## config.mk

```make
export PLATFORM = sky130hd
export DESIGN_NAME = vpd_voice_path
export DESIGN_NICKNAME = d
export VERILOG_FILES = /design/src/core/vpd_voice_path.v /design/src/core/vpd_fifo.v
export VERILOG_INCLUDE_DIRS = /design/src /design/src/core
export SDC_FILE = /design/constraint.sdc
export NUM_CORES = 2
export LEC_CHECK = 0
export BUFFER_PORTS_ARGS = -buffer_cell sky130_fd_sc_hd__buf_2
export CAP_MARGIN = 20
export CORE_ASPECT_RATIO = 0.5
export CORE_MARGIN = 4
export CORE_UTILIZATION = 50
export DETAILED_ROUTE_END_ITERATION = 12
export PLACE_DENSITY = 0.73
export SYNTH_ARGS = -nofsm -noshare
export SYNTH_HDL_FRONTEND = slang
export SYNTH_SLANG_ARGS = --single-unit
```

## constraint.sdc

```tcl
create_clock -name clk -period 29.3 [get_ports clk]
set_input_delay 1.465 -clock clk [delete_from_list [all_inputs] [get_ports clk]]
set_output_delay 1.465 -clock clk [all_outputs]
set_load 0.01 [all_outputs]
```

## src/core/vpd_consts.vh

```
// constants for the voice path processing block
`ifndef VPD_CONSTS_VH
`define VPD_CONSTS_VH
`define VPD_CLK_MHZ 250
`define VPD_DEBOUNCE_STEP_MS 67
`define VPD_DEBOUNCE_STEP_CYC (`VPD_DEBOUNCE_STEP_MS * 1000 * `VPD_CLK_MHZ)
`define VPD_TONE_HZ 2100
`define VPD_TONE_HALF_CYC ((`VPD_CLK_MHZ * 1000000) / (2 * `VPD_TONE_HZ))
`define VPD_TONE_TOL_CYC 32'd2000
`define VPD_UNITY_SHIFT 14
`define VPD_GAIN_UNITY 16'h4000
`define VPD_POS_FULL 16'h7fff
`define VPD_NEG_FULL 16'h8000
`define VPD_HPF_SHIFT 8
`define VPD_EQ_SHIFT 3
`define VPD_NUM_IRQ 16
`define VPD_IRQ_WORDS 3
`define VPD_IRQ_ANS_RX 14
`define VPD_IRQ_ANS_TX 15
`define VPD_IRQ_DIGIT 4
`define VPD_FIFO_DEPTH 8
`define VPD_SYNC_DEPTH 3
`define VPD_ST_BYTE_HI 1'b0
`define VPD_ST_BYTE_LO 1'b1
`endif

```

## src/core/vpd_voice_path.v

```verilog
// voice path processing: tx/rx chains, answer tone detect, interrupt status
`timescale 1ns/100ps
`default_nettype none
`include "vpd_consts.vh"
module vpd_voice_path (
  // clock and reset
  input wire clk,
  input wire reset,
  // pcm highway clock and frame, from outside the clock domain
  input wire pcm_bit_clk,
  input wire pcm_frame_sync,
  // tx converter samples
  input wire tx_adc_valid,
  input wire [15:0] tx_adc_data,
  // tx highway bytes, one or two per frame
  output wire tx_pcm_valid,
  input wire tx_pcm_ready,
  output wire [7:0] tx_pcm_data,
  // rx highway bytes
  input wire rx_pcm_valid,
  input wire [7:0] rx_pcm_data,
  // rx converter samples
  output reg rx_dac_valid,
  output reg [15:0] rx_dac_data,
  // digit decoder tap and result
  input wire tone_digit_enable,
  output reg tone_digit_tap_valid,
  output reg [15:0] tone_digit_tap_data,
  input wire tone_digit_found,
  input wire [3:0] tone_digit_index,
  output reg [3:0] tone_digit_code,
  // control
  input wire [15:0] tx_gain_coeff,
  input wire [15:0] rx_gain_coeff,
  input wire tx_digital_mute,
  input wire rx_digital_mute,
  input wire compand_enable,
  input wire compand_alaw,
  input wire expansion_bypass_bit,
  input wire ans_tx_enable,
  input wire ans_rx_enable,
  input wire [3:0] ans_debounce_steps,
  // tone status
  output reg ans_tx_detected,
  output reg ans_rx_detected,
  // interrupts
  input wire [15:0] irq_event,
  input wire [15:0] irq_mask_regs,
  input wire [1:0] irq_read_sel,
  input wire irq_read,
  output reg [7:0] irq_read_data,
  output wire irq_n
);
  reg [15:0] irq_pending_regs;
  reg [2:0] bclk_sync_reg;
  reg [2:0] fsync_sync_reg;
  reg bclk_state_reg;
  reg fsync_state_reg;
  wire frame_start;
  // three-stage sync, change counted when stages two and three agree
  always @(posedge clk or posedge reset) begin
    if (reset) begin
      bclk_sync_reg <= 3'h0;
      fsync_sync_reg <= 3'h0;
      bclk_state_reg <= 1'b0;
      fsync_state_reg <= 1'b0;
    end else begin
      bclk_sync_reg <= {bclk_sync_reg[1:0], pcm_bit_clk};
      fsync_sync_reg <= {fsync_sync_reg[1:0], pcm_frame_sync};
      if (bclk_sync_reg[1] == bclk_sync_reg[2]) bclk_state_reg <= bclk_sync_reg[2];
      if (fsync_sync_reg[1] == fsync_sync_reg[2]) fsync_state_reg <= fsync_sync_reg[2];
    end
  end
  // frame start marks one 8 kHz sample period
  assign frame_start = fsync_sync_reg[1] & fsync_sync_reg[2] & ~fsync_state_reg;

  // saturating q14 multiply shared by both gain stages
  function [15:0] gain_mul;
    input [15:0] s;
    input [15:0] g;
    reg signed [32:0] p;
    reg signed [32:0] q;
    begin
      p = $signed({{17{s[15]}}, s}) * $signed({17'h0, g});
      q = p >>> `VPD_UNITY_SHIFT;
      if (q > $signed({18'h0, `VPD_POS_FULL}))
        gain_mul = `VPD_POS_FULL;
      else if (q < -$signed({17'h0, `VPD_NEG_FULL}))
        gain_mul = `VPD_NEG_FULL;
      else
        gain_mul = q[15:0];
    end
  endfunction

  // simplified segment compander, alaw inverts even bits
  function [7:0] compress;
    input [15:0] s;
    input alaw;
    reg [15:0] m;
    reg [2:0] e;
    reg [3:0] f;
    integer i;
    begin
      m = s[15] ? (~s + 16'h0001) : s;
      if (m[15]) m = `VPD_POS_FULL;
      e = 3'h0;
      for (i = 8; i < 15; i = i + 1) begin
        if (m[i]) e = i[2:0] - 3'h7;
      end
      // index widened so segments above four do not wrap to the bottom bits
      f = (e == 3'h0) ? m[7:4] : m[({1'b0, e} + 4'h3) +: 4];
      compress = {~s[15], e, f} ^ (alaw ? 8'h55 : 8'hff);
    end
  endfunction

  function [15:0] expand;
    input [7:0] c;
    input alaw;
    reg [7:0] d;
    reg [15:0] m;
    begin
      d = c ^ (alaw ? 8'h55 : 8'hff);
      if (d[6:4] == 3'h0) m = {8'h0, d[3:0], 4'h8};
      else m = {11'h0, 1'b1, d[3:0]} << ({1'b0, d[6:4]} + 4'h3);
      expand = d[7] ? m : (~m + 16'h0001);
    end
  endfunction

  reg signed [31:0] hpf_dc_reg;
  reg [15:0] hpf_out_reg;
  reg [15:0] eq_prev_reg;
  reg [15:0] eq_out_reg;
  reg tx_stage_reg;
  wire signed [31:0] hpf_diff;
  assign hpf_diff = $signed({{16{tx_adc_data[15]}}, tx_adc_data}) -
                    (hpf_dc_reg >>> `VPD_HPF_SHIFT);
  // leaky dc tracker; corner near 5 Hz keeps deep stopband in 16 bits
  always @(posedge clk or posedge reset) begin
    if (reset) begin
      hpf_dc_reg <= 32'h0;
      hpf_out_reg <= 16'h0;
      eq_prev_reg <= 16'h0;
      eq_out_reg <= 16'h0;
      tx_stage_reg <= 1'b0;
    end else begin
      tx_stage_reg <= tx_adc_valid;
      // one linear word per sample period
      if (tx_adc_valid) begin
        hpf_dc_reg <= hpf_dc_reg + hpf_diff;
        hpf_out_reg <= hpf_diff[15:0];
        eq_prev_reg <= hpf_out_reg;
        // equaliser lifts highs lost in protection resistance
        // signed throughout, so a falling slope shifts arithmetically
        eq_out_reg <= $signed(hpf_out_reg) +
                      ($signed(hpf_out_reg - eq_prev_reg) >>> `VPD_EQ_SHIFT);
      end
    end
  end

  // tx gain, digit tap and highway packing
  wire [15:0] tx_gain_eff;
  wire [15:0] tx_lin;
  wire [7:0] tx_comp;
  wire fifo_in_ready;
  reg tx_push_reg;
  reg tx_second_reg;
  reg [7:0] tx_byte_reg;
  reg [7:0] tx_low_reg;
  // mute gates the coefficient, stored value untouched
  assign tx_gain_eff = tx_digital_mute ? 16'h0 : tx_gain_coeff;
  assign tx_lin = gain_mul(eq_out_reg, tx_gain_eff);
  assign tx_comp = compress(tx_lin, compand_alaw);
  always @(posedge clk or posedge reset) begin
    if (reset) begin
      tone_digit_tap_valid <= 1'b0;
      tone_digit_tap_data <= 16'h0;
      tx_push_reg <= 1'b0;
      tx_second_reg <= 1'b0;
      tx_byte_reg <= 8'h0;
      tx_low_reg <= 8'h0;
    end else begin
      tone_digit_tap_valid <= tx_stage_reg & tone_digit_enable;
      if (tx_stage_reg) tone_digit_tap_data <= tx_lin;
      if (tx_push_reg & fifo_in_ready) begin
        // second slot of a linear word follows the first
        tx_push_reg <= tx_second_reg;
        tx_byte_reg <= tx_low_reg;
        tx_second_reg <= 1'b0;
      end else if (tx_stage_reg & ~tx_push_reg) begin
        // one slot compressed, two slots linear
        tx_push_reg <= 1'b1;
        tx_byte_reg <= compand_enable ? tx_comp : tx_lin[15:8];
        tx_low_reg <= tx_lin[7:0];
        tx_second_reg <= ~compand_enable;
      end
    end
  end
  // fifo back-pressure stalls the packer above
  vpd_fifo #(.WIDTH(8), .DEPTH(`VPD_FIFO_DEPTH), .AW(3)) u_tx_fifo (
    .clk(clk),
    .reset(reset),
    .in_valid(tx_push_reg),
    .in_ready(fifo_in_ready),
    .in_data(tx_byte_reg),
    .out_valid(tx_pcm_valid),
    .out_ready(tx_pcm_ready),
    .out_data(tx_pcm_data)
  );

  // rx byte assembly and gain
  reg rx_state_reg;
  reg [7:0] rx_hi_reg;
  reg [15:0] rx_word_reg;
  reg rx_word_valid_reg;
  wire [15:0] rx_gain_eff;
  assign rx_gain_eff = rx_digital_mute ? 16'h0 : rx_gain_coeff;
  always @(posedge clk or posedge reset) begin
    if (reset) begin
      rx_state_reg <= `VPD_ST_BYTE_HI;
      rx_hi_reg <= 8'h0;
      rx_word_reg <= 16'h0;
      rx_word_valid_reg <= 1'b0;
      rx_dac_valid <= 1'b0;
      rx_dac_data <= 16'h0;
    end else begin
      rx_word_valid_reg <= 1'b0;
      if (frame_start) rx_state_reg <= `VPD_ST_BYTE_HI;
      // expand, or pair bytes high first under bypass
      if (rx_pcm_valid) begin
        case (rx_state_reg)
          `VPD_ST_BYTE_HI: begin
            if (expansion_bypass_bit) begin
              rx_hi_reg <= rx_pcm_data;
              rx_state_reg <= `VPD_ST_BYTE_LO;
            end else begin
              rx_word_reg <= expand(rx_pcm_data, compand_alaw);
              rx_word_valid_reg <= 1'b1;
            end
          end
          `VPD_ST_BYTE_LO: begin
            rx_word_reg <= {rx_hi_reg, rx_pcm_data};
            rx_word_valid_reg <= 1'b1;
            rx_state_reg <= `VPD_ST_BYTE_HI;
          end
          default: rx_state_reg <= `VPD_ST_BYTE_HI;
        endcase
      end
      // saturated 16-bit sample to the converter
      rx_dac_valid <= rx_word_valid_reg;
      if (rx_word_valid_reg) rx_dac_data <= gain_mul(rx_word_reg, rx_gain_eff);
    end
  end

  // digit code map, d wraps to zero
  always @(posedge clk or posedge reset) begin
    if (reset) tone_digit_code <= 4'h0;
    else if (tone_digit_found) tone_digit_code <= tone_digit_index + 4'h1;
  end

  // answer tone detectors: zero-crossing period check plus debounce
  wire [15:0] ans_sample [0:1];
  wire ans_valid [0:1];
  wire ans_en [0:1];
  wire [1:0] ans_hit;
  assign ans_sample[0] = tx_lin;
  assign ans_valid[0] = tx_stage_reg;
  assign ans_en[0] = ans_tx_enable;
  assign ans_sample[1] = rx_word_reg;
  assign ans_valid[1] = rx_word_valid_reg;
  assign ans_en[1] = ans_rx_enable;
  genvar gi;
  generate
    for (gi = 0; gi < 2; gi = gi + 1) begin : g_ans
      reg sign_reg;
      reg [31:0] gap_reg;
      reg [39:0] hold_reg;
      reg found_reg;
      wire near_tone;
      // sampled crossings alias, so check crossing rate per half period
      assign near_tone = (gap_reg + `VPD_TONE_TOL_CYC > `VPD_TONE_HALF_CYC) &&
                         (gap_reg < `VPD_TONE_HALF_CYC + `VPD_TONE_TOL_CYC);
      always @(posedge clk or posedge reset) begin
        if (reset) begin
          sign_reg <= 1'b0;
          gap_reg <= 32'h0;
          hold_reg <= 40'h0;
          found_reg <= 1'b0;
        end else if (!ans_en[gi]) begin
          // idle while disabled; host turns it off to save power
          gap_reg <= 32'h0;
          hold_reg <= 40'h0;
          found_reg <= 1'b0;
        end else begin
          gap_reg <= gap_reg + 32'h1;
          if (hold_reg != 40'h0) hold_reg <= hold_reg + 40'h1;
          if (ans_valid[gi] && sign_reg != ans_sample[gi][15]) begin
            sign_reg <= ans_sample[gi][15];
            gap_reg <= 32'h0;
            if (!near_tone) hold_reg <= 40'h0;
            else if (hold_reg == 40'h0) hold_reg <= 40'h1;
          end
          // tone must last the programmed 67 ms steps
          if (hold_reg >= ans_debounce_steps * `VPD_DEBOUNCE_STEP_CYC && hold_reg != 40'h0)
            found_reg <= 1'b1;
        end
      end
      assign ans_hit[gi] = found_reg;
    end
  endgenerate
  always @(posedge clk or posedge reset) begin
    if (reset) begin
      ans_tx_detected <= 1'b0;
      ans_rx_detected <= 1'b0;
    end else begin
      ans_tx_detected <= ans_hit[0];
      ans_rx_detected <= ans_hit[1];
    end
  end

  // interrupt status, two readable bytes
  reg [1:0] ans_hit_d_reg;
  wire [15:0] irq_src;
  wire [15:0] irq_clear;
  always @(posedge clk or posedge reset) begin
    if (reset) ans_hit_d_reg <= 2'h0;
    else ans_hit_d_reg <= ans_hit;
  end
  // sixteen sources, tone and digit events merged in
  assign irq_src = irq_event |
    ({15'h0, tone_digit_found} << `VPD_IRQ_DIGIT) |
    ({15'h0, ans_hit[1] & ~ans_hit_d_reg[1]} << `VPD_IRQ_ANS_RX) |
    ({15'h0, ans_hit[0] & ~ans_hit_d_reg[0]} << `VPD_IRQ_ANS_TX);
  assign irq_clear = !irq_read ? 16'h0 :
    (irq_read_sel == 2'h0) ? 16'h00ff :
    (irq_read_sel == 2'h1) ? 16'hff00 : 16'h0;
  always @(posedge clk or posedge reset) begin
    if (reset) begin
      irq_pending_regs <= 16'h0;
      irq_read_data <= 8'h0;
    end else begin
      irq_pending_regs <= (irq_pending_regs & ~irq_clear) | (irq_src & irq_mask_regs);
      if (irq_read) begin
        case (irq_read_sel)
          2'h0: irq_read_data <= irq_pending_regs[7:0];
          2'h1: irq_read_data <= irq_pending_regs[15:8];
          default: irq_read_data <= 8'h0;
        endcase
      end
    end
  end
  // active-low nor of all pending bits
  assign irq_n = ~|irq_pending_regs;
endmodule
`default_nettype wire

```

## src/core/vpd_fifo.v

```verilog
// parameterised sample fifo with valid/ready on both sides
`timescale 1ns/100ps
`default_nettype none
module vpd_fifo #(
  parameter WIDTH = 16,
  parameter DEPTH = 8,
  parameter AW = 3
) (
  // clock and reset
  input wire clk,
  input wire reset,
  // fill side
  input wire in_valid,
  output wire in_ready,
  input wire [WIDTH-1:0] in_data,
  // drain side
  output wire out_valid,
  input wire out_ready,
  output wire [WIDTH-1:0] out_data
);
  reg [WIDTH-1:0] mem [0:DEPTH-1];
  reg [AW:0] wr_ptr_reg;
  reg [AW:0] rd_ptr_reg;
  wire push;
  wire pop;
  // full when pointers differ only in wrap bit
  assign in_ready = (wr_ptr_reg ^ rd_ptr_reg) != {1'b1, {AW{1'b0}}};
  assign out_valid = wr_ptr_reg != rd_ptr_reg;
  assign push = in_valid & in_ready;
  assign pop = out_valid & out_ready;
  assign out_data = mem[rd_ptr_reg[AW-1:0]];
  // storage has no reset, pointers do
  always @(posedge clk) begin
    if (push) begin
      mem[wr_ptr_reg[AW-1:0]] <= in_data;
    end
  end
  // pointer update
  always @(posedge clk or posedge reset) begin
    if (reset) begin
      wr_ptr_reg <= {(AW+1){1'b0}};
      rd_ptr_reg <= {(AW+1){1'b0}};
    end else begin
      if (push) wr_ptr_reg <= wr_ptr_reg + 1'b1;
      if (pop) rd_ptr_reg <= rd_ptr_reg + 1'b1;
    end
  end
endmodule
`default_nettype wire

```

## After elaboration in Yosys (flattened, before gate mapping)

Memories as Yosys holds them, arrays and structs flattened.
Index checks and enable logic that the tools add are counted.

| cells by class | value |
|---|---|
| $lt $le $gt $ge | 10 |
| shift operators | 2 |
| bitwise logic cells | 28 |
| multiplexer cells | 62 |
| reductions and logical operators | 21 |
| divide/modulo/power cells | 0 |
| $mul | 3 |
| eq/ne operators | 9 |
| add/sub/neg operators | 17 |

Operators by type and width:

| kind | number |
|---|---|
| $mux W40 | 10 |
| $mux W16 | 16 |
| $mux W32 | 4 |
| $add A40 B1 Y40 const B | 2 |
| $ge A40 B28 Y1 | 2 |
| $logic_not A40 Y1 | 2 |
| $reduce_bool A40 Y1 | 2 |
| $mul A16 B17 Y33 | 2 |
| $add A32 B1 Y32 const B | 2 |
| $add A32 B11 Y32 const B | 2 |
| $gt A32 B16 Y1 const B | 2 |
| $lt A32 B16 Y1 const B | 2 |
| $not A16 Y16 | 3 |
| $gt A19 B16 Y1 const B | 2 |
| $lt A19 B16 Y1 const B | 2 |
| $add A16 B1 Y16 const B | 2 |
| $add A32 B25 Y32 | 1 |
| $and A16 B16 Y16 | 2 |
| $mux W8 | 4 |
| $or A16 B16 Y16 | 2 |
| $pmux W16 S2 | 1 |
| $sub A16 B24 Y25 | 1 |
| $mul A4 B20 Y24 const B | 1 |
| $mux W3 | 6 |
| other kinds (32) | 77 |

| word-level totals | value |
|---|---|
| memories kept | 1 |
| bits in latches | 0 |
| output and inout bits | 58 |
| bits in writable memories | 64 |
| word-level logic and storage cells | 188 |
| register bits | 351 |
| bits in read-only memories | 0 |

Memories:

| memory | words | bits a word | read ports | clocked after Yosys merged registers in | write ports | line | RTL |
|---|---|---|---|---|---|---|---|
| u_tx_fifo.mem | 8 | 8 | 1 | 0 | 1 | vpd_fifo.v:21 | `reg [WIDTH-1:0] mem [0:DEPTH-1];` |

## Longest topological paths before layout

| logic depth | value |
|---|---|
| depth in word-level cells | 23 |
| depth in mapped cells | 35 |
| gate-level depth less buffers | 31 |

## By module

From an unflattened synthesis, not the netlist that was laid out.

| unflattened totals | value |
|---|---|
| cells, all modules | 4694 |
| area, all modules | 43048.8 um2 |

Modules (own cells, without submodules):

| module | sequential area each (um2) | instances | cells each | area each (um2) |
|---|---|---|---|---|
| vpd_voice_path | 8533.2 | 1 | 4541 | 39875.7 |
| vpd_fifo | 2122.0 | 1 | 153 | 3173.0 |

## Worst setup path before layout

Ideal clock, no wire load.

| timing | value |
|---|---|
| path type | input -> register |
| start point | input tx_digital_mute |
| end point | register tx_byte_reg[3] |
| library setup time | 0.086 ns |
| arrival | 9.491 ns |
| path slack | 19.723 ns |
| stages on the path | 33 |
| buffers on the path | 4 |
| cells stage by stage | clkbuf_1 nor2b_1 clkbuf_1 nand2_1 fa_1 inv_1 fa_1 inv_1 fa_1 inv_1 fa_1 fa_1 inv_1 fa_1 inv_1 ha_1 clkbuf_1 nand4_1 nor2_1 a21boi_1 o2111ai_1 a31o_2 o2bb2ai_1 o31ai_1 a41o_1 o32ai_4 nor2_2 and4_1 buf_6 nand2b_4 or4_1 o311a_1 a32oi_1 |

| on the way | value |
|---|---|
| cells in the longest elaborated chain, start to end | 23 |
| elaborated cells between the ends (all ways) | 25 |

RTL lines:

| element | line | RTL |
|---|---|---|
| from (decl) | vpd_voice_path.v:35 | `input wire tx_digital_mute,` |
| $mux W16 (*) | vpd_voice_path.v:170 | `assign tx_gain_eff = tx_digital_mute ? 16'h0 : tx_gain_coeff;` |
| $mul A16 B17 Y33 (*) | vpd_voice_path.v:84 | `p = $signed({{17{s[15]}}, s}) * $signed({17'h0, g});` |
| $lt A19 B16 Y1 | vpd_voice_path.v:88 | `` else if (q < -$signed({17'h0, `VPD_NEG_FULL})) `` |
| $mux W16 | vpd_voice_path.v:88 |  |
| $mux W16 (*) | vpd_voice_path.v:86 | `` if (q > $signed({18'h0, `VPD_POS_FULL})) `` |
| $not A16 Y16 | vpd_voice_path.v:104 | `m = s[15] ? (~s + 16'h0001) : s;` |
| $add A16 B1 Y16 | vpd_voice_path.v:104 |  |
| $mux W16 | vpd_voice_path.v:104 |  |
| [... 2 more ...] | -- |  |
| $mux W3 (6 in a row) | vpd_voice_path.v:108 | `if (m[i]) e = i[2:0] - 3'h7;` |
| $add A3 B2 Y4 | vpd_voice_path.v:111 | `f = (e == 3'h0) ? m[7:4] : m[({1'b0, e} + 4'h3) +: 4];` |
| $shiftx A16 B5 Y4 | vpd_voice_path.v:111 |  |
| $mux W4 | vpd_voice_path.v:111 |  |
| $xor A8 B8 Y8 | vpd_voice_path.v:112 | `compress = {~s[15], e, f} ^ (alaw ? 8'h55 : 8'hff);` |
| $mux W8 (*) | vpd_voice_path.v:192 | `tx_byte_reg <= compand_enable ? tx_comp : tx_lin[15:8];` |
| $mux W8 (*) | vpd_voice_path.v:189 | `end else if (tx_stage_reg & ~tx_push_reg) begin` |
| $mux W8 (*) | vpd_voice_path.v:184 | `if (tx_push_reg & fifo_in_ready) begin` |
| to (signal assigned) | vpd_voice_path.v:187 | `tx_byte_reg <= tx_low_reg;` |
| to (signal assigned) | vpd_voice_path.v:192 |  |
| to (decl) | vpd_voice_path.v:167 | `reg [7:0] tx_byte_reg;` |

Every way passes the cells marked *; elsewhere a longest branch is shown, timed or not. The select of a mux whose other input is x is not followed.
A chain may end at the register's enable or synchronous reset.

## Worst setup path in the final report

Same ends and word-level chain as after synthesis.

==> results.json <==
{
  "status": "complete, no violations",
  "hold_class": "reg2reg",
  "r2r_cells": 27,
  "drv_slew": 0,
  "clkTransAtPathRegs_ps": 70,
  "setup_viol": 0,
  "cts.sinks": 413,
  "dpl.hpwl_um": 75650,
  "layout_commonest_cell": "inv_1",
  "synth_edf_count": 64,
  "insertion_delay_ps": 600,
  "syn_area_per_cell_um2": 9.193,
  "cp-start-kind": "primary input",
  "tritoncts": "yes",
  "synth_warnings": 0,
  "die_x_um": 421.5,
  "grt_pass1_wl_um": 169000,
  "start_util": 0.5073,
  "antenna_cells": 0,
  "die_h_um": 214.8,
  "hold_depth": 0,
  "grt_remaining_overflow": 0,
  "ios": 173,
  "drc": 0,
  "ant_nets": 0,
  "crit_arrival_ps": 10970,
  "synth.yosys.seq_area_share": 0.2493,
  "fp.coreArea_um2": 84270,
  "worstPathRequired_ps": 29800,
  "finalHoldViolCount": 0,
  "slowest_stage": "nor2b_1",
  "timing.max_slew.rel_slack": 0.3161,
  "wl_per_cell_um": 16.84,
  "cts_hold_buf": 0,
  "die_area_um2": 90520,
  "drive_gt1_frac": 0.08827,
  "clock_tree.buffer_depth": 3,
  "finalWirelength_um": 99300,
  "final_nets": 5673,
  "htreeDepth": 2,
  "ys_seq_elements": 413,
  "largest_reg_flops": 80,
  "dr_total_vias": 32910,
  "synthArstFlopShare": 0.8450,
  "synth_flop_cell": "dfrtp_1",
  "maxCapViolCount": 0,
  "post_cts_buffers": 0,
  "synth_cell_type_count": 94,
  "areaGrowthSynthToFinish_pct": 8.146,
  "root_buffer": "clkbuf_16",
  "grt_max_degree": 168,
  "endpoint_kind": "flip-flop",
  "syn_nets": 5575,
  "gp_congestion": 0.8961,
  "final_cell_mix": "inv_1, nand2_1, ha_1, fa_1, dfrtp_1",
  "cp_common_cell": "fa_1",
  "tightest_slew_ps": 1022,
  "syn_area_um2": 42750,
  "grt_pass1_vias": 34280,
  "cts_made_buffers": 42,
  "grt_antenna_before_repair": 0,
  "cpPeakStageDelay_ps": 810,
  "drt_iter0_drc": 2095,
  "setup_tns_ps": 0,
  "post_cts_resized": 0,
  "fin_crit_sh": 0.3574,
  "rows": 75,
  "avgViaCountPerCell": 5.580,
  "io_buffers": 171,
  "fmax_mhz": 95.51,
  "rsz0062_at_grt": "no",
  "syn_inst": 4650,
  "fin_skew_ps": 23.05,
  "crit_fanout": 19,
  "grt_util_all_layers": 0.2207,
  "period_needed_ps": 10470,
  "first_pass_iters": 5,
  "crit_type": "in2reg"
}
==> area by class of cell <==
class                   instances  area, um^2
multi-input cells            3475       29240
repair buffers                223        1315
well taps                    1116        1396
inverters                     593        2233
clock buffers                  49        1087
clock inverters                28       304.0
fillers                      7391       38040
flip-flops and latches        413       10660
==> stage by stage <==
step	hold WS, ps	utilization	instances	area, um^2	setup slack (ps)
after global placement	335.4	0.5311	5816	44750	18340
after floorplan	331.2	-	4650	42750	18160
after CTS	367.6	0.5476	5893	46140	18850
after global routing	373.4	0.5486	5897	46230	18080
final	362.9	0.5486	5897	46230	18830
after detailed placement	353.8	0.5311	5816	44750	18250
==> Yosys cell counts (9+ instances only) <==
| cell | count | area share |
|---|---|---|
| nor2_1 | 346 | 0.030 |
| and2_1 | 219 | 0.032 |
| a21oi_1 | 176 | 0.021 |
| nand2b_1 | 42 | 0.0061 |
| a2111oi_0 | 10 | 0.0020 |
| nor2b_1 | 62 | 0.0091 |
| nand2_1 | 524 | 0.046 |
| o22ai_1 | 16 | 0.0023 |
| ha_1 | 413 | 0.12 |
| xor2_1 | 146 | 0.030 |
| o21ai_0 | 169 | 0.020 |
| and3_1 | 36 | 0.0053 |
| a221o_1 | 17 | 0.0040 |
| nor3_1 | 64 | 0.0075 |
| o31ai_1 | 11 | 0.0019 |
| xnor2_1 | 144 | 0.030 |
| buf_1 | 12 | 0.0011 |
| or3_1 | 34 | 0.0050 |
| mux4_2 | 16 | 0.0084 |
| nand4_1 | 47 | 0.0069 |
| mux2_2 | 67 | 0.018 |
| clkbuf_1 | 153 | 0.013 |
| edfxtp_1 | 64 | 0.045 |
| o21a_1 | 36 | 0.0063 |
| o21bai_1 | 18 | 0.0032 |
| a21boi_0 | 12 | 0.0021 |
| a211oi_1 | 14 | 0.0025 |
| a21o_1 | 43 | 0.0076 |
| inv_1 | 592 | 0.052 |
| dfrtp_1 | 349 | 0.20 |
| a22oi_1 | 9 | 0.0016 |
| nor4_1 | 43 | 0.0063 |
| nand3_1 | 95 | 0.011 |
| fa_1 | 397 | 0.19 |
| a22o_1 | 17 | 0.0035 |
| mux2i_1 | 36 | 0.0084 |
| a31oi_1 | 23 | 0.0034 |
| or2_2 | 16 | 0.0023 |
| and4_1 | 14 | 0.0029 |
==> per-layer routing <==
layer / GRT usage / wire length [um]
met5: 0 / 0
met4: 0.05826 / 2608
met3: 0.03030 / 4794
met2: 0.3884 / 48840
met1: 0.2876 / 43060
==> critical path, delay by kind of cell <==
family	cells	cell delay [ps]
AND/OR/NAND/NOR	6	2600
adder cells (fa/ha/maj)	7	3510
buffers and inverters	4	370
AO/OA/AOI/OAI	12	2990
==> worst paths after layout <==
check / startpoint / to / slack, ps
max: tx_digital_mute / tx_byte_reg[3]$_DFFE_PP0P_ / 18830
min: fsync_sync_reg[0]$_DFF_PP0_ / fsync_sync_reg[1]$_DFF_PP0_ / 360
max reg2reg: eq_out_reg[3]$_DFFE_PP0P_ / tx_byte_reg[3]$_DFFE_PP0P_ / 19910
min reg2reg: fsync_sync_reg[0]$_DFF_PP0_ / fsync_sync_reg[1]$_DFF_PP0_ / 360
max in group asynchronous: reset / hpf_dc_reg[28]$_DFFE_PP0P_ / 25950
min in group asynchronous: reset / irq_pending_regs[7]$_DFF_PP0_ / 1060
==> cells by family after synthesis <==
family,after synthesis,share of synthesized area
xor gates and xnor gates,290,0.05942
buffers and inverters,762,0.06718
DFF,413,0.2493
muxes,119,0.03451
and+or+nand+nor,1579,0.1788
adders and majority gates,810,0.3068
AOI/OAI and AO/OA,677,0.1040
Power is left out: the tool's default activity adds up to more than one toggle a clock period on the data nets, which glitch-free logic cannot reach.
